`src/core/gcc_pkg.sv`:
```
package gcc_pkg;

  // register addresses on the internal register port
  localparam logic [9:0] ADDR_MASTER     = 10'h001;
  localparam logic [9:0] ADDR_XTAL_MODE  = 10'h002;
  localparam logic [9:0] ADDR_PLL_EN     = 10'h003;
  localparam logic [9:0] ADDR_IN_EN      = 10'h004;
  localparam logic [9:0] ADDR_OUT_EN_LO  = 10'h005;
  localparam logic [9:0] ADDR_OUT_EN_HI  = 10'h006;
  localparam logic [9:0] ADDR_SRC_1      = 10'h007;
  localparam logic [9:0] ADDR_SRC_2      = 10'h008;
  localparam logic [9:0] ADDR_STOP_1     = 10'h009;
  localparam logic [9:0] ADDR_STOP_2     = 10'h00a;
  localparam logic [9:0] ADDR_PCFG_01    = 10'h00b;
  localparam logic [9:0] ADDR_PCFG_23    = 10'h00c;
  localparam logic [9:0] ADDR_PIN_STATUS = 10'h041;

  // implemented bits of each register; all others read zero
  localparam logic [7:0] MASK_MASTER    = 8'h20;
  localparam logic [7:0] MASK_XTAL_MODE = 8'h03;
  localparam logic [7:0] MASK_PLL_EN    = 8'h01;
  localparam logic [7:0] MASK_IN_EN     = 8'h07;
  localparam logic [7:0] MASK_OUT_EN_LO = 8'hff;
  localparam logic [7:0] MASK_OUT_EN_HI = 8'h03;
  localparam logic [7:0] MASK_SRC       = 8'h3f;
  localparam logic [7:0] MASK_STOP_1    = 8'hff;
  localparam logic [7:0] MASK_STOP_2    = 8'h03;
  localparam logic [7:0] MASK_PCFG      = 8'hff;
  localparam logic [7:0] RST_VAL        = 8'h00;

  // field positions
  localparam int GLOBAL_STOP_BIT = 5;
  localparam int PLL_EN_BIT      = 0;

  // crystal pin modes
  localparam logic [1:0] XTAL_OFF = 2'h0;
  localparam logic [1:0] XTAL_DRV = 2'h1;
  localparam logic [1:0] XTAL_EXT = 2'h2;

  // output group source codes
  localparam logic [1:0] SRC_INT_DIV  = 2'h0;
  localparam logic [1:0] SRC_FRAC_BYP = 2'h1;
  localparam logic [1:0] SRC_PATH2    = 2'h3;

  // stop source code that enables register stop control
  localparam logic [3:0] STOP_SRC_REG = 4'h1;

  // pin configuration codes
  localparam logic [3:0] PIN_IN       = 4'h0;
  localparam logic [3:0] PIN_IN_INV   = 4'h1;
  localparam logic [3:0] PIN_OUT_LOW  = 4'h2;
  localparam logic [3:0] PIN_OUT_HIGH = 4'h3;
  localparam logic [3:0] PIN_ST       = 4'h4;
  localparam logic [3:0] PIN_ST_INV   = 4'h5;
  localparam logic [3:0] PIN_ST_OD_0  = 4'h6;
  localparam logic [3:0] PIN_ST_OD_1  = 4'h7;

  // status registers that a pin may not follow (index above status base)
  localparam logic [4:0] ST_IDX_PIN_STATUS = 5'h01;
  localparam logic [4:0] ST_IDX_PLL_IRQ_EN = 5'h0a;

  // output group sources a to f
  typedef struct packed {
    logic [1:0] f;
    logic [1:0] e;
    logic [1:0] d;
    logic [1:0] c;
    logic [1:0] b;
    logic [1:0] a;
  } gcc_src_t;

  // pin drive decision
  typedef struct packed {
    logic drive;
    logic oe_n;
    logic in_value;
  } gcc_pin_t;

endpackage

```
`src/core/gcc_regs.sv`:
```
`timescale 1ns/100ps
`default_nettype none
module gcc_regs #(
  parameter int NUM_OUT = 10,           // output clocks
  parameter int NUM_PIN = 4             // general-purpose pins
) (
  input  wire logic                    core_clk_in,          // register clock
  input  wire logic                    srst_in,              // sync reset, high
  input  wire logic [9:0]              addr_in,              // register address
  input  wire logic                    wr_en_in,             // write strobe
  input  wire logic [7:0]              wr_data_in,           // write data
  input  wire logic                    rd_en_in,             // read strobe
  output logic      [7:0]              rd_data_out,          // read data
  input  wire logic [NUM_OUT-1:0][3:0] stop_source_in,       // per-output stop source
  input  wire logic [NUM_PIN-1:0][7:0] pin_status_select_in, // per-pin status select
  input  wire logic [255:0]            status_vec_in,        // status regs from 0x40
  input  wire logic [255:0]            status_impl_in,       // implemented status bits
  input  wire logic [NUM_PIN-1:0]      pin_level_in,         // raw pin levels
  output logic      [NUM_PIN-1:0]      pin_drive_out,        // pin output level
  output logic      [NUM_PIN-1:0]      pin_oe_n_out,         // pin enable, low drives
  output logic      [NUM_PIN-1:0]      pin_in_data_out,      // pin input value
  output logic                         xtal_drv_en_out,      // crystal driver on
  output logic                         osc_in_en_out,        // oscillator input on
  output logic                         pll_enable_out,       // synth pll on
  output logic      [2:0]              input_enable_out,     // inputs 3..1
  output logic      [NUM_OUT-1:0]      output_enable_out,    // outputs 10..1
  output var gcc_pkg::gcc_src_t        group_source_out,     // group sources
  output logic      [NUM_OUT-1:0]      output_stop_out       // outputs stopped
);

  logic [7:0] master_reg, xtal_mode_reg, pll_en_reg, in_en_reg;
  logic [7:0] out_en_lo_reg, out_en_hi_reg, src_1_reg, src_2_reg;
  logic [7:0] stop_1_reg, stop_2_reg, pcfg_01_reg, pcfg_23_reg;
  logic [NUM_PIN-1:0] pin_meta_reg, pin_sync_reg;

  // writable bits of each address; zero for anything unmapped
  function automatic logic [7:0] reg_mask(input logic [9:0] a);
    case (a)
      gcc_pkg::ADDR_MASTER:    reg_mask = gcc_pkg::MASK_MASTER;
      gcc_pkg::ADDR_XTAL_MODE: reg_mask = gcc_pkg::MASK_XTAL_MODE;
      gcc_pkg::ADDR_PLL_EN:    reg_mask = gcc_pkg::MASK_PLL_EN;
      gcc_pkg::ADDR_IN_EN:     reg_mask = gcc_pkg::MASK_IN_EN;
      gcc_pkg::ADDR_OUT_EN_LO: reg_mask = gcc_pkg::MASK_OUT_EN_LO;
      gcc_pkg::ADDR_OUT_EN_HI: reg_mask = gcc_pkg::MASK_OUT_EN_HI;
      gcc_pkg::ADDR_SRC_1:     reg_mask = gcc_pkg::MASK_SRC;
      gcc_pkg::ADDR_SRC_2:     reg_mask = gcc_pkg::MASK_SRC;
      gcc_pkg::ADDR_STOP_1:    reg_mask = gcc_pkg::MASK_STOP_1;
      gcc_pkg::ADDR_STOP_2:    reg_mask = gcc_pkg::MASK_STOP_2;
      gcc_pkg::ADDR_PCFG_01:   reg_mask = gcc_pkg::MASK_PCFG;
      gcc_pkg::ADDR_PCFG_23:   reg_mask = gcc_pkg::MASK_PCFG;
      default:                 reg_mask = 8'h00;
    endcase
  endfunction

  // next value of one register: masked write data on a hit
  // the request is an argument so each wire follows every bus change
  function automatic logic [7:0] reg_upd(input logic [18:0] req, input logic [9:0] a,
                                         input logic [7:0] cur);
    reg_upd = (req[18] && req[17:8] == a) ? (req[7:0] & reg_mask(a)) : cur;
  endfunction

  // status bit a pin follows, with forbidden and absent bits forced low
  function automatic logic status_pick(input logic [7:0] sel, input logic [255:0] vec,
                                       input logic [255:0] impl);
    logic excluded;
    excluded = (sel[7:3] == gcc_pkg::ST_IDX_PIN_STATUS) ||
               (sel[7:3] == gcc_pkg::ST_IDX_PLL_IRQ_EN);
    status_pick = vec[sel] & impl[sel] & ~excluded;
  endfunction

  // write request bundle: strobe, address, data
  wire logic [18:0] wr_req = {wr_en_in, addr_in, wr_data_in};

  // write decode with unused bits dropped
  wire logic [7:0] master_next    = reg_upd(wr_req, gcc_pkg::ADDR_MASTER, master_reg);
  wire logic [7:0] xtal_mode_next = reg_upd(wr_req, gcc_pkg::ADDR_XTAL_MODE, xtal_mode_reg);
  wire logic [7:0] pll_en_next    = reg_upd(wr_req, gcc_pkg::ADDR_PLL_EN, pll_en_reg);
  wire logic [7:0] in_en_next     = reg_upd(wr_req, gcc_pkg::ADDR_IN_EN, in_en_reg);
  wire logic [7:0] out_en_lo_next = reg_upd(wr_req, gcc_pkg::ADDR_OUT_EN_LO, out_en_lo_reg);
  wire logic [7:0] out_en_hi_next = reg_upd(wr_req, gcc_pkg::ADDR_OUT_EN_HI, out_en_hi_reg);
  wire logic [7:0] src_1_next     = reg_upd(wr_req, gcc_pkg::ADDR_SRC_1, src_1_reg);
  wire logic [7:0] src_2_next     = reg_upd(wr_req, gcc_pkg::ADDR_SRC_2, src_2_reg);
  wire logic [7:0] stop_1_next    = reg_upd(wr_req, gcc_pkg::ADDR_STOP_1, stop_1_reg);
  wire logic [7:0] stop_2_next    = reg_upd(wr_req, gcc_pkg::ADDR_STOP_2, stop_2_reg);
  wire logic [7:0] pcfg_01_next   = reg_upd(wr_req, gcc_pkg::ADDR_PCFG_01, pcfg_01_reg);
  wire logic [7:0] pcfg_23_next   = reg_upd(wr_req, gcc_pkg::ADDR_PCFG_23, pcfg_23_reg);

  // configuration registers, all zero after reset
  always_ff @(posedge core_clk_in)
  begin
    if (srst_in)
    begin
      master_reg    <= gcc_pkg::RST_VAL;
      xtal_mode_reg <= gcc_pkg::RST_VAL;
      pll_en_reg    <= gcc_pkg::RST_VAL;
      in_en_reg     <= gcc_pkg::RST_VAL;
      out_en_lo_reg <= gcc_pkg::RST_VAL;
      out_en_hi_reg <= gcc_pkg::RST_VAL;
      src_1_reg     <= gcc_pkg::RST_VAL;
      src_2_reg     <= gcc_pkg::RST_VAL;
      stop_1_reg    <= gcc_pkg::RST_VAL;
      stop_2_reg    <= gcc_pkg::RST_VAL;
      pcfg_01_reg   <= gcc_pkg::RST_VAL;
      pcfg_23_reg   <= gcc_pkg::RST_VAL;
    end
    else
    begin
      master_reg    <= master_next;
      xtal_mode_reg <= xtal_mode_next;
      pll_en_reg    <= pll_en_next;
      in_en_reg     <= in_en_next;
      out_en_lo_reg <= out_en_lo_next;
      out_en_hi_reg <= out_en_hi_next;
      src_1_reg     <= src_1_next;
      src_2_reg     <= src_2_next;
      stop_1_reg    <= stop_1_next;
      stop_2_reg    <= stop_2_next;
      pcfg_01_reg   <= pcfg_01_next;
      pcfg_23_reg   <= pcfg_23_next;
    end
  end

  // two-stage synchroniser for the pin levels
  always_ff @(posedge core_clk_in)
  begin
    pin_meta_reg <= pin_level_in;
    pin_sync_reg <= pin_meta_reg;
  end

  // read mux; pin status shows live levels whatever the mode
  wire logic [7:0] pin_status_val = {{(8-NUM_PIN){1'b0}}, pin_sync_reg};
  wire logic [7:0] rd_mux =
    (addr_in == gcc_pkg::ADDR_PIN_STATUS) ? pin_status_val :
    (addr_in == gcc_pkg::ADDR_MASTER)     ? master_reg :
    (addr_in == gcc_pkg::ADDR_XTAL_MODE)  ? xtal_mode_reg :
    (addr_in == gcc_pkg::ADDR_PLL_EN)     ? pll_en_reg :
    (addr_in == gcc_pkg::ADDR_IN_EN)      ? in_en_reg :
    (addr_in == gcc_pkg::ADDR_OUT_EN_LO)  ? out_en_lo_reg :
    (addr_in == gcc_pkg::ADDR_OUT_EN_HI)  ? out_en_hi_reg :
    (addr_in == gcc_pkg::ADDR_SRC_1)      ? src_1_reg :
    (addr_in == gcc_pkg::ADDR_SRC_2)      ? src_2_reg :
    (addr_in == gcc_pkg::ADDR_STOP_1)     ? stop_1_reg :
    (addr_in == gcc_pkg::ADDR_STOP_2)     ? stop_2_reg :
    (addr_in == gcc_pkg::ADDR_PCFG_01)    ? pcfg_01_reg :
    (addr_in == gcc_pkg::ADDR_PCFG_23)    ? pcfg_23_reg : 8'h00;

  // control decode from the stored fields
  wire logic [1:0] xtal_mode = xtal_mode_reg[1:0];
  wire logic xtal_drv_next = (xtal_mode == gcc_pkg::XTAL_DRV);
  wire logic osc_in_next   = (xtal_mode == gcc_pkg::XTAL_DRV) ||
                             (xtal_mode == gcc_pkg::XTAL_EXT);
  wire logic [NUM_OUT-1:0] out_en_all = {out_en_hi_reg[1:0], out_en_lo_reg};
  wire logic [NUM_OUT-1:0] stop_bits  = {stop_2_reg[1:0], stop_1_reg};
  wire logic global_stop = master_reg[gcc_pkg::GLOBAL_STOP_BIT];
  wire logic [15:0] pcfg_all = {pcfg_23_reg, pcfg_01_reg};

  // group source fields, forwarded with the unused code as given
  wire gcc_pkg::gcc_src_t src_next = '{f: src_2_reg[5:4], e: src_2_reg[3:2],
                                       d: src_2_reg[1:0], c: src_1_reg[5:4],
                                       b: src_1_reg[3:2], a: src_1_reg[1:0]};

  // per-output stop: local bit or global stop, only with register source
  logic [NUM_OUT-1:0] stop_next;
  genvar gi;
  generate
    for (gi = 0; gi < NUM_OUT; gi++)
    begin : g_stop
      assign stop_next[gi] = (stop_source_in[gi] == gcc_pkg::STOP_SRC_REG) &&
                             (stop_bits[gi] || global_stop);
    end
  endgenerate

  // pin drivers, each following its own status selection
  gcc_pkg::gcc_pin_t [NUM_PIN-1:0] pin_dec;
  generate
    for (gi = 0; gi < NUM_PIN; gi++)
    begin : g_pin
      wire logic pin_status = status_pick(pin_status_select_in[gi], status_vec_in,
                                          status_impl_in);
      gcc_pin_drive u_pin (
        .cfg_in    (pcfg_all[gi*4 +: 4]),
        .status_in (pin_status),
        .level_in  (pin_sync_reg[gi]),
        .pin_out   (pin_dec[gi])
      );
    end
  endgenerate

  // output flops
  always_ff @(posedge core_clk_in)
  begin
    if (srst_in)
    begin
      rd_data_out       <= 8'h00;
      xtal_drv_en_out   <= 1'b0;
      osc_in_en_out     <= 1'b0;
      pll_enable_out    <= 1'b0;
      input_enable_out  <= 3'h0;
      output_enable_out <= '0;
      group_source_out  <= '0;
      output_stop_out   <= '0;
      pin_drive_out     <= '0;
      pin_oe_n_out      <= '1;
      pin_in_data_out   <= '0;
    end
    else
    begin
      if (rd_en_in)
        rd_data_out <= rd_mux;
      xtal_drv_en_out   <= xtal_drv_next;
      osc_in_en_out     <= osc_in_next;
      pll_enable_out    <= pll_en_reg[gcc_pkg::PLL_EN_BIT];
      input_enable_out  <= in_en_reg[2:0];
      output_enable_out <= out_en_all;
      group_source_out  <= src_next;
      output_stop_out   <= stop_next;
      for (int i = 0; i < NUM_PIN; i++)
      begin
        pin_drive_out[i]   <= pin_dec[i].drive;
        pin_oe_n_out[i]    <= pin_dec[i].oe_n;
        pin_in_data_out[i] <= pin_dec[i].in_value;
      end
    end
  end

  property p_xtal_ext;
    @(posedge core_clk_in) disable iff (srst_in)
    xtal_mode_reg[1:0] == gcc_pkg::XTAL_EXT |=> osc_in_en_out && !xtal_drv_en_out;
  endproperty
  a_xtal_ext: assert property (p_xtal_ext) else $error("external osc mode wrong");

  property p_xtal_off;
    @(posedge core_clk_in) disable iff (srst_in)
    xtal_mode_reg[1:0] == gcc_pkg::XTAL_OFF |=> !osc_in_en_out && !xtal_drv_en_out;
  endproperty
  a_xtal_off: assert property (p_xtal_off) else $error("crystal off mode wrong");

  property p_pll;
    @(posedge core_clk_in) disable iff (srst_in)
    wr_en_in && addr_in == gcc_pkg::ADDR_PLL_EN ##1 !srst_in
      |=> pll_enable_out == $past(wr_data_in[0], 2);
  endproperty
  a_pll: assert property (p_pll) else $error("pll enable not applied");

  property p_in_en;
    @(posedge core_clk_in) disable iff (srst_in)
    wr_en_in && addr_in == gcc_pkg::ADDR_IN_EN
      |-> ##2 input_enable_out == $past(wr_data_in[2:0], 2);
  endproperty
  a_in_en: assert property (p_in_en) else $error("input enable not applied");

  property p_out_hi;
    @(posedge core_clk_in) disable iff (srst_in)
    wr_en_in && addr_in == gcc_pkg::ADDR_OUT_EN_HI
      |-> ##2 output_enable_out[9:8] == $past(wr_data_in[1:0], 2);
  endproperty
  a_out_hi: assert property (p_out_hi) else $error("outputs 9 and 10 enable wrong");

  property p_src_f;
    @(posedge core_clk_in) disable iff (srst_in)
    wr_en_in && addr_in == gcc_pkg::ADDR_SRC_2
      |-> ##2 group_source_out.f == $past(wr_data_in[5:4], 2);
  endproperty
  a_src_f: assert property (p_src_f) else $error("group f source wrong");

  property p_stop;
    @(posedge core_clk_in) disable iff (srst_in)
    stop_source_in[0] == gcc_pkg::STOP_SRC_REG && master_reg[5] |=> output_stop_out[0];
  endproperty
  a_stop: assert property (p_stop) else $error("global stop ignored");

  property p_mask;
    @(posedge core_clk_in) disable iff (srst_in)
    rd_en_in && addr_in == gcc_pkg::ADDR_PLL_EN |=> rd_data_out[7:1] == 7'h00;
  endproperty
  a_mask: assert property (p_mask) else $error("unused bits read nonzero");

  property p_reset;
    @(posedge core_clk_in) disable iff (srst_in)
    $fell(srst_in) |-> output_enable_out == '0 && !pll_enable_out && pin_oe_n_out == '1;
  endproperty
  a_reset: assert property (p_reset) else $error("outputs not cleared by reset");

  property p_pin_low;
    @(posedge core_clk_in) disable iff (srst_in)
    pcfg_01_reg[3:0] == gcc_pkg::PIN_OUT_LOW |=> !pin_oe_n_out[0] && !pin_drive_out[0];
  endproperty
  a_pin_low: assert property (p_pin_low) else $error("pin 0 not driving low");

  property p_no_self;
    @(posedge core_clk_in) disable iff (srst_in)
    pcfg_01_reg[3:0] == gcc_pkg::PIN_ST &&
      pin_status_select_in[0][7:3] == gcc_pkg::ST_IDX_PIN_STATUS |=> !pin_drive_out[0];
  endproperty
  a_no_self: assert property (p_no_self) else $error("pin status reg followed");

endmodule
`default_nettype wire

```
`src/core/gcc_pin_drive.sv`:
```
`timescale 1ns/100ps
`default_nettype none
module gcc_pin_drive (
  input  wire logic [3:0]       cfg_in,     // pin configuration field
  input  wire logic             status_in,  // selected status bit
  input  wire logic             level_in,   // synchronised pin level
  output var gcc_pkg::gcc_pin_t pin_out     // drive, enable, input value
);

  // decode the configuration into drive level, enable and input value
  always_comb
  begin
    pin_out.drive    = 1'b0;
    pin_out.oe_n     = 1'b1;
    pin_out.in_value = 1'b0;
    case (cfg_in)
      gcc_pkg::PIN_IN:       pin_out.in_value = level_in;
      gcc_pkg::PIN_IN_INV:   pin_out.in_value = ~level_in;
      gcc_pkg::PIN_OUT_LOW:  pin_out.oe_n = 1'b0;
      gcc_pkg::PIN_OUT_HIGH:
      begin
        pin_out.oe_n  = 1'b0;
        pin_out.drive = 1'b1;
      end
      gcc_pkg::PIN_ST:
      begin
        pin_out.oe_n  = 1'b0;
        pin_out.drive = status_in;
      end
      gcc_pkg::PIN_ST_INV:
      begin
        pin_out.oe_n  = 1'b0;
        pin_out.drive = ~status_in;
      end
      gcc_pkg::PIN_ST_OD_0:  pin_out.oe_n = status_in;
      gcc_pkg::PIN_ST_OD_1:  pin_out.oe_n = ~status_in;
      default:               pin_out.oe_n = 1'b1;           // unused codes float
    endcase
  end

endmodule
`default_nettype wire

```
`config.mk`:
```
export PLATFORM = sky130hd
export DESIGN_NAME = gcc_regs
export DESIGN_NICKNAME = d
export VERILOG_FILES = /design/src/core/gcc_pkg.sv /design/src/core/gcc_regs.sv /design/src/core/gcc_pin_drive.sv
export SDC_FILE = /design/constraint.sdc
export NUM_CORES = 1
export LEC_CHECK = 0
export BUFFER_PORTS_ARGS = -buffer_cell sky130_fd_sc_hd__buf_2
export CORE_AREA = 2 2 257 259
export DETAILED_ROUTE_END_ITERATION = 10
export DIE_AREA = 0 0 259 261
export GPL_ROUTABILITY_DRIVEN = 0
export MAX_ROUTING_LAYER = met4
export SLEW_MARGIN = 20
export SYNTH_ARGS = -nofsm -noshare
export SYNTH_HDL_FRONTEND = slang
export SYNTH_SLANG_ARGS = --single-unit
```
`constraint.sdc`:
```
create_clock -name core_clk_in -period 4.9 [get_ports core_clk_in]
set_input_delay 0.735 -clock core_clk_in [delete_from_list [all_inputs] [get_ports core_clk_in]]
set_output_delay 0.735 -clock core_clk_in [all_outputs]
set_load 0.02 [all_outputs]
```
# Yosys cells after proc, flatten, opt, wreduce, memory -nomap -nowiden
# Index checks and enable logic that the tools add are counted.
classes:
  order_cmp: 4
  n_eq_ne: 61
  muxes: 41
  n_bitwise: 20
  reduce_logical: 45
op_table:
  columns: ["operator", "count"]
  rows:
  - ["two-way mux 8 bit", 13]
  - ["binary-select mux 1 bit (select 8 bit)", 8]
  - ["== test 4 x 3 -> 1 bit, second input constant", 16]
  - ["== test 4 x 1 -> 1 bit, second input constant", 14]
  - ["== test 10 x 4 -> 1 bit, second input constant", 5]
  - ["== test 10 x 3 -> 1 bit, second input constant", 4]
  - ["less-than comparator 8 x 9 -> 1 bit, second input constant", 4]
  - ["== test 4 x 2 -> 1 bit, second input constant", 8]
  - ["one-hot mux 1 bit (3 select lines)", 8]
  - ["logical AND 1 bit", 22]
  - ["== test 10 x 2 -> 1 bit, second input constant", 2]
  - ["== test 5 x 1 -> 1 bit, second input constant", 4]
  - ["== test 5 x 4 -> 1 bit, second input constant", 4]
  - ["logical NOT 4 bit", 4]
  - ["OR reduction 4 bit", 4]
  - ["logical OR 1 bit", 15]
  - ["inverter 1 bit", 12]
  - ["== test 10 x 1 -> 1 bit, second input constant", 1]
  - ["== test 10 x 7 -> 1 bit, second input constant", 1]
  - ["bitwise AND 1 bit", 8]
  - ["two-way mux 1 bit", 8]
  - ["one-hot mux 1 bit (2 select lines)", 4]
  - ["== test 2 x 1 -> 1 bit, second input constant", 1]
  - ["== test 2 bit, second input constant", 1]
word_totals:
  regBits: 121
  input_bits: 610
  output_inout_bits: 58
  wordCells: 201

# Logic depth before layout (Yosys ltp)
# Gate-level depths: netlist (run 1).
depth:
  ltp_word: 14
  depth_mapped: 12
  depth_no_buf: 8

# Cells and area by module
# From an unflattened synthesis (run 1), not the netlist that was laid out.
hier_totals:
  cells_unflattened: 1736
  hier_area_um2: 15408.5
modules_own_cells:
  columns: ["mod", "instances", "cells_each", "area_per_inst_um2", "seq_area_each_um2"]
  rows:
  - ["gcc_regs", 1, 1704, 15163.3, 2422.3]
  - ["gcc_pin_drive", 4, 8, 61.3, 0.0]

# Worst setup path after synthesis (run 1)
# No wires, ideal clock.
synth_timing:
  path_type: "input -> register"
  start: "in pin_status_select_in[17] in the netlist's numbering"
  end: "reg pin_oe_n_out[2]"
  setup_ns: 0.116
  arrival_ns: 2.871
  t_required_ns: 4.784
  slack_ns: 1.913
  cell_stages: 11
  n_path_buf: 3
  path_cell_list: "buf_2 buf_6 buf_6 mux4_2 nor2_1 nor2_1 a221oi_1 a21oi_1 o211a_1 or4_1 a41o_1"
synth_via:
  elab_chain_len: 6
  elab_cells_between_ends: 8
  cone_classes: "mux: 5; bitwise: 3"
synth_lines:
  columns: ["item", "line_no", "source"]
  rows:
  - ["start, declared", "gcc_regs.sv:15", "input wire logic [NUM_PIN-1:0][7:0] pin_status_select_in,"]
  - ["binary-select mux 1 bit (select 8 bit)", "gcc_regs.sv:68", "status_pick = vec[sel] & impl[sel] & ~excluded;"]
  - ["two-way mux 1 bit (not written as such)", "gcc_regs.sv:68", null]
  - ["bitwise AND 1 bit * (2 in series)", "gcc_regs.sv:68", null]
  - ["inverter 1 bit", "gcc_pin_drive.sv:36", "gcc_pkg::PIN_ST_OD_1: pin_out.oe_n = ~status_in;"]
  - ["one-hot mux 1 bit (3 select lines) *", "gcc_pin_drive.sv:16", "case (cfg_in)"]
  - ["end signal, assigned by index", "gcc_regs.sv:220", "pin_oe_n_out[i] <= pin_dec[i].oe_n;"]
  - ["end, declared", "gcc_regs.sv:20", "output logic [NUM_PIN-1:0] pin_oe_n_out,"]
# Mark *: on every way between the ends. The rest lies on a longest branch, timed or not. The select of a mux whose other input is x is not followed.
# A chain may end at the register's enable or synchronous reset.

# Final worst setup path (run 1)
layout_timing:
  start: "in pin_status_select_in[0] in the netlist's numbering"
  end: "reg pin_drive_out[0]"
layout_via:
  elab_chain_len: 6
  elab_cells_between_ends: 8
  cone_classes: "mux: 5; bitwise: 3"
layout_lines:
  columns: ["item", "line_no", "source"]
  rows:
  - ["binary-select mux 1 bit (select 8 bit)", "gcc_regs.sv:68", null]
  - ["two-way mux 1 bit (not written as such)", "gcc_regs.sv:68", null]
  - ["bitwise AND 1 bit * (2 in series)", "gcc_regs.sv:68", null]
  - ["inverter 1 bit", "gcc_pin_drive.sv:33", "pin_out.drive = ~status_in;"]
  - ["one-hot mux 1 bit (3 select lines) *", "gcc_pin_drive.sv:16", null]
  - ["end signal, assigned by index", "gcc_regs.sv:219", "pin_drive_out[i] <= pin_dec[i].drive;"]
  - ["end, declared", "gcc_regs.sv:19", "output logic [NUM_PIN-1:0] pin_drive_out,"]
# Marks and branches as above.

==> summary.txt, run 1 <==
Synthesis
  – Mapped cell area: 14900 um^2
  – Largest family of logic cells by synthesized area: multiplexers
  – Synth unique cells: 81
  – Syn Area/Cell: between 9 and 10 um^2
  – Sequential area share after synthesis: 0.163
  – Synth Instances: between 1500 and 2000
  – Post-synthesis mux area share: 0.418
  – Yosys top cell by area: mux4_2
  – Synth top area cells: mux4_2 (35%), dfxtp_1 (16%), nand2_1 (8.2%)
  – Primary FF master, synth: dfxtp_1
  – Post-synth EDFFs: 0
  – Adder-cell share of the synthesized area: 0.000840
  – Asr flop ratio synth: 0
  – Post-Synth Simple-Gate Area: 0.218
  – Compound-gate portion of the synthesized area: 0.135
  – Ys Warns: 0
  – Synthesized flop and latch total: around 120
  – Share of the synthesized area in the top cell type: 0.352
  – Net Count, Synth: 2222
  – Xor/xnor share of the synthesized area: 0.00235

Finish
  – Area growth from synthesis to layout: 31.1%
  – Commonest non-fill, non-tap cells in the layout: buf_2 (665), nand2_1 (326), mux4_2 (233)
  – Layout fillers: roughly 7000
  – Nets: ~2800
  – Post-Layout Cell Count: 3132
  – Biggest register: group_source_out
  – Max FFs per register: 12
  – Layout cells sized above 1: 0.449
  – Top flop regs: group_source_out (12), output_enable_out (10), output_stop_out (10)
  – Seq. cell area: ~2400 um^2
  – Commonest non-fill, non-tap cell in the layout: buf_2
  – Area of the multi-input gates: between 10000 and 15000 um^2

Floorplanning
  – Die H: between 200 and 300 um
  – Initial Utilization: 0.229
  – Std cell rows: between 90 and 100
  – Die width: about 260 um
  – Die area: around 68000 um^2
  – Number of top-level pins: between 600 and 700
  – CORE AREA: about 65000 um^2

Global routing
  – First-pass GRT wire length: ~130000 um
  – Number of global-route vias before repair: about 17000
  – Largest net degree at the start of global routing: 67
  – Remaining Overflow, GRT: 0
  – Initial antenna violation count: 83
  – GR Util All Layers: 0.275

Timing
  – Max-slew violation count: 0
  – Tightest Pin Transition: 0.942 ns
  – Final hold viol count: 0
  – Relative slew slack: 0.370
  – # setup viols final: 0
  – Setup tns final: 0 ns
  – Final cycle utilization of the critical path: 0.775
  – Layout Skew: 0.0143 ns
  – RSZ-0062 raised after global routing: false
  – Tmin final: about 3.8 ns
  – Fmax: 263 MHz

Critical path
  – R2R setup slack: 3.07 ns
  – Worst EP arrival: about 4.1 ns
  – CP Capture Type: flop
  – CP required: 5.23 ns
  – CP Class: in -> reg
  – Critical path startpoint category: input port
  – CP Max Fanout: 24

Clock tree
  – CTS H-tree depth: 4
  – CTS Root Cell: clkbuf_16
  – TritonCTS Sinks: about 120
  – CTS tree: built
  – Cts repair resizes: 0
  – CTS buffer count: 17
  – Postcts setup bufs: 0
  – Worst skew pair latency: 0.43 ns
  – Clock buffer depth: 2
  – Hold_buf cts: 0
  – Clock-pin slew on the worst setup and hold paths: 0.07 ns

Power and ir drop
  – Maximum VDD drop: about 0.0002 V
  – Leak: about 7.8 nW
  – Power Density: 185 nW/um^2
  – Power, Total: around 3.6 mW

Drt
  – Wire length on met3: between 10000 and 15000 um
  – TritonRoute pass-1 iters: 8
  – Top sig layer: met4
  – Via count: 18100
  – DRC: 0
  – Routed length per instance: between 30 and 40 um
  – DR iter-0 viols: ~2700
  – WL final: about 94000 um
  – Routed Antenna Nets: 0
  – Met2 wire length: 44200 um
  – Vias per cell: 5.79
  – M1 WL: 32600 um

Placement
  – DP HPWL: 78700 um
  – I/O Buffers: around 670
  – Inst Count DP: between 3000 and 4000

Status
  – Status: completed

Run
  – Maxcap violations: 0

Worst hold path
  – Worst hold-check path type: reg -> reg
==> final timing paths <==
check                           from          endpoint  cells after the start
max reg2reg           pcfg_01_reg[1]    rd_data_out[1]                      8
min reg2reg          pin_meta_reg[0]   pin_sync_reg[0]                      0
min                  pin_meta_reg[0]   pin_sync_reg[0]                      0
max          pin_status_select_in[0]  pin_drive_out[0]                      9
==> power breakdown <==
| part | internal, mW | switching (mW) | leakage, nW |
|---|---|---|---|
| Combinational | 0.616 | 0.775 | 6.55 |
| Sequential | 0.991 | 0.00504 | 0.979 |
| Clock | 0.679 | 0.551 | 0.280 |
==> synth_stat cells, types with 11 or more instances <==
cell and instances:
mux4_2 233, nor3_1 25, buf_6 23, o22ai_1 15, mux2i_1 72, o211ai_1 31, a211oi_1 11, clkbuf_1 41
a31oi_1 15, nor4_1 19, o21ai_0 58, inv_1 28, nor2_1 105, nand2_1 326, nand2b_1 13, buf_2 45
dfxtp_1 121, a22oi_1 16, a21oi_1 54, buf_4 15, nand3b_1 17, nor2b_1 36, nand3_1 101
==> area by class of cell <==
| type | count | area share |
|---|---|---|
| multi-input combinational | 1318 | 0.590 |
| timing repair buffer | 701 | 0.186 |
| sequential | 121 | 0.124 |
| tap | 864 | 0.0554 |
| clock buffer | 17 | 0.0218 |
| inverter | 39 | 0.00789 |
| clock inverter | 15 | 0.00776 |
| antenna | 57 | 0.00731 |
==> logic make-up (layout without fill, tap and decap cells) <==
| logic type | Yosys count | count (layout) |
|---|---|---|
| other | 0 | 57 |
| adders and majority gates | 1 | 1 |
| AOI/OAI and AO/OA | 293 | 293 |
| muxes | 319 | 319 |
| xor gates and xnor gates | 4 | 4 |
| and+or+nand+nor | 701 | 701 |
| DFF | 121 | 121 |
| buffers and inverters | 172 | 772 |
==> per-layer routing <==
layer,vias up,track usage
li1,7549,-
met1,8542,0.313
met2,1662,0.448
met3,386,0.0539
met4,0,0.166
met5,-,-
==> worst max-delay path, cell delays in order <==
cell	delay [ns]
buf_2	0.51
nand2b_1	0.40
nor2_1	0.24
a221oi_1	0.31
nand2_1	0.09
a2111oi_1	0.75
o32ai_1	0.33
or4_1	0.47
a311oi_1	0.26
==> stage by stage <==
| stage | hold slack [ns] | setup slack (ns) | util | instance area [um^2] |
|---|---|---|---|---|
| 6_report | 0.326 | 1.10 | 0.300 | 19500 |
| 5_1_grt | 0.328 | 0.902 | 0.300 | 19500 |
| 4_1_cts | 0.327 | 1.20 | 0.298 | 19400 |
| 3_5_place_dp | 0.317 | 0.754 | 0.289 | 18800 |
| 3_3_place_gp | 0.311 | 0.844 | 0.289 | 18800 |
| 2_1_floorplan | 0.310 | 1.91 | - | 14900 |
Note: power is estimated with default switching activity, not from simulation.
==> run 2, diff against run 1 <==
clock period = 3.2 ns   (was 4.9 ns; I/O delays follow)
==> run 2 against run 1 <==
Net effect:
- die area stayed put
- clock power is 53% higher
- final cell count is 2.5% higher
- cell area is 3.7% higher
- setup slack worse by 0.89 ns
==> summary.txt, run 2 (synthesized netlist as in run 1, its figures left out) <==
Global routing
  – Remaining Overflow, GRT: 0 (unchanged)
  – Largest net degree at the start of global routing: 45 (-33%)
  – Number of global-route vias before repair: 17400 (+1.1%)
  – First-pass GRT wire length: 128000 um (+0.20%)
  – Initial antenna violation count: 79 (-4.8%)
  – GR Util All Layers: 0.274 (-0.000798)

Floorplanning
  – Die area: 67600 um^2 (unchanged)
  – Die H: 261 um (unchanged)
  – Initial Utilization: 0.229 (unchanged)
  – CORE AREA: 65000 um^2 (unchanged)
  – Die width: 259 um (unchanged)
  – Std cell rows: 94 (unchanged)
  – Number of top-level pins: 668 (unchanged)

Clock tree
  – CTS tree: built
  – Hold_buf cts: 0 (unchanged)
  – CTS H-tree depth: 4 (unchanged)
  – CTS Root Cell: clkbuf_16
  – TritonCTS Sinks: 121 (unchanged)
  – Clock buffer depth: 2 (unchanged)
  – CTS buffer count: 17 (unchanged)
  – Clock-pin slew on the worst setup and hold paths: 0.06 ns (about the same)
  – Worst skew pair latency: 0.43 ns (about the same)
  – Postcts setup bufs: 0 (unchanged)

Drt
  – DRC: 0 (unchanged)
  – Via count: 18400 (+1.2%)
  – WL final: 93300 um (-0.71%)
  – TritonRoute pass-1 iters: 6 (-2)
  – Routed Antenna Nets: 0 (unchanged)
  – DR iter-0 viols: 2382 (-11%)
  – Routed length per instance: 29.1 um (-3.1%)
  – Vias per cell: 5.72 (-1.3%)

Timing
  – Setup tns final: 0 ns (unchanged)
  – Layout Skew: 0.0167 ns (+0.00237 ns)
  – Final hold viol count: 0 (unchanged)
  – RSZ-0062 raised after global routing: false
  – Max-slew violation count: 0 (unchanged)
  – Tightest Pin Transition: 0.802 ns (-0.140 ns)
  – Relative slew slack: 0.459 (+0.0898)
  – Final cycle utilization of the critical path: 0.932
  – Tmin final: just under 3 ns
  – Fmax: 335 MHz
  – Final WS setup: 0.218 ns (-0.885 ns)
  – # setup viols final: 0 (unchanged)

Power and ir drop
  – Switching pwr: 2.06 mW (+54%)
  – Clock share of power: 0.333 (-0.007)
  – Comb pwr share: 0.396 (+0.011)
  – Power Density: 278 nW/um^2 (+50%)
  – Leak: 8.24 nW (+5.6%)
  – Net Sw Frac: 0.365 (-0.00328)
  – Internal power: 3.58 mW (+57%)
  – Share of power burned in registers: 0.271 (-0.004)
  – Maximum VDD drop: 0.000343 V (+70%)

Critical path
  – Worst EP arrival: 3.32 ns (-0.80 ns)
  – Reg-to-reg critical path endpoint: rd_data_out[1]
  – CP required: 3.53 ns (-1.70 ns)
  – Slowest cell delay on critical path: 0.65 ns (-0.10 ns)
  – R2R setup slack: 1.37 ns (-1.70 ns)
  – Critical-path top delay cell: o21ai_0
  – CP Class: in -> reg
  – Cell mode on critical path: buf_4
  – R2r worst-path depth: 9 (+1)
  – CP cell instances: buf_4 -> buf_12 -> buf_4 -> o21ai_0 -> a32oi_1 -> o211ai_1 -> and4b_1 -> o32ai_1 -> buf_4 -> o311ai_0 -> a311oi_1
  – Critical path startpoint category: input port
  – CP Max Fanout: 44 (+83%)
  – Critical path buffer and inverter count: 4 (+3)
  – CP Capture Type: flop
  – Delay-heaviest family, CP: compound AO/OA/AOI/OAI gates
  – Crit path launch: pin_status_select_in[1]
  – Worst r2r src: pcfg_01_reg[1]

Run
  – Maxcap violations: 0 (unchanged)

Finish
  – Layout cells sized above 1: 0.468 (+0.0190)
  – Nets: 2888 (+2.8%)
  – Area of the multi-input gates: 11500 um^2 (about the same)
  – Commonest non-fill, non-tap cells in the layout: buf_2 (665), nand2_1 (326), mux4_2 (233)
  – Layout fillers: 6917 (-1.3%)
  – Max FFs per register: 12 (unchanged)
  – Seq. cell area: 2420 um^2 (unchanged)
  – Fin area: 20200 um^2 (+3.7%)
  – Biggest register: group_source_out
  – Post-Layout Cell Count: 3210 (+2.5%)
  – Commonest non-fill, non-tap cell in the layout: buf_2
  – Top flop regs: group_source_out (12), output_enable_out (10), output_stop_out (10)
  – Area growth from synthesis to layout: 35.9%

Placement
  – Area post-placement: 19500 um^2 (+3.9%)
  – DP HPWL: 79800 um (+1.5%)
  – Inst Count DP: 3122 (+2.6%)
  – Dpl ws: -0.117 ns (-0.871 ns)
  – I/O Buffers: 667 (unchanged)

Status
  – Status: completed

Worst hold path
  – WHS Path Cells: 1 (+1)
  – HP Start: pin_level_in[3]
  – Hold Path Sink: pin_meta_reg[3]
  – Worst hold-check path type: in -> reg
==> run 2: area by class of cell <==
cell class	instances	area share
Multi-Input combinational cell	1318	0.569
Timing Repair Buffer	780	0.215
Sequential cell	121	0.120
Tap cell	864	0.0534
Clock buffer	17	0.0210
Inverter	39	0.00760
Clock inverter	15	0.00748
Antenna cell	56	0.00692
==> run 2: layer usage <==
| metal | global-route usage | routed length [um] | vias to the layer above |
|---|---|---|---|
| li1 | - | - | 7723 |
| met1 | 0.305 | 32500 | 8673 |
| met2 | 0.443 | 43300 | 1552 |
| met3 | 0.0656 | 10100 | 406 |
| met4 | 0.173 | 7430 | 0 |
| met5 | - | 0 | - |
==> run 2: how the worst max path moves through the flow <==
stage	end	slack, ns	cells past startpoint
global placement	pin_drive_out[0]	-0.16	10
finish	pin_drive_out[0]	0.22	11
global route	pin_drive_out[0]	0.21	11
floorplan	pin_oe_n_out[2]	0.47	11
detailed placement	pin_drive_out[0]	-0.12	10
CTS	pin_drive_out[0]	0.33	10
==> run 2: repair_timing <==
item,CTS,global route
setup endpoints to repair,0,1
gates resized for setup,0,1
endpoints found under the hold margin,0,0
==> run 2: power groups by stage <==
| stage | registers, mW | logic (mW) | clock network [mW] |
|---|---|---|---|
| finish | 1.52 | 2.23 | 1.88 |
| global route | 1.52 | 2.32 | 1.98 |
| CTS | 1.52 | 2.17 | 1.91 |
| detailed placement | 1.56 | 2.17 | 0 |
| global placement | 1.56 | 2.16 | 0 |
| floorplan | 1.56 | 1.16 | 0 |
==> run 2: per-stage QoR <==
step | hold WS [ns] | util | power, mW
finish | 0.157 | 0.311 | 5.64
global route | 0.138 | 0.311 | 5.82
CTS | 0.142 | 0.309 | 5.61
detailed placement | 0.314 | 0.300 | 3.73
global placement | 0.312 | 0.300 | 3.72
floorplan | 0.310 | - | 2.72
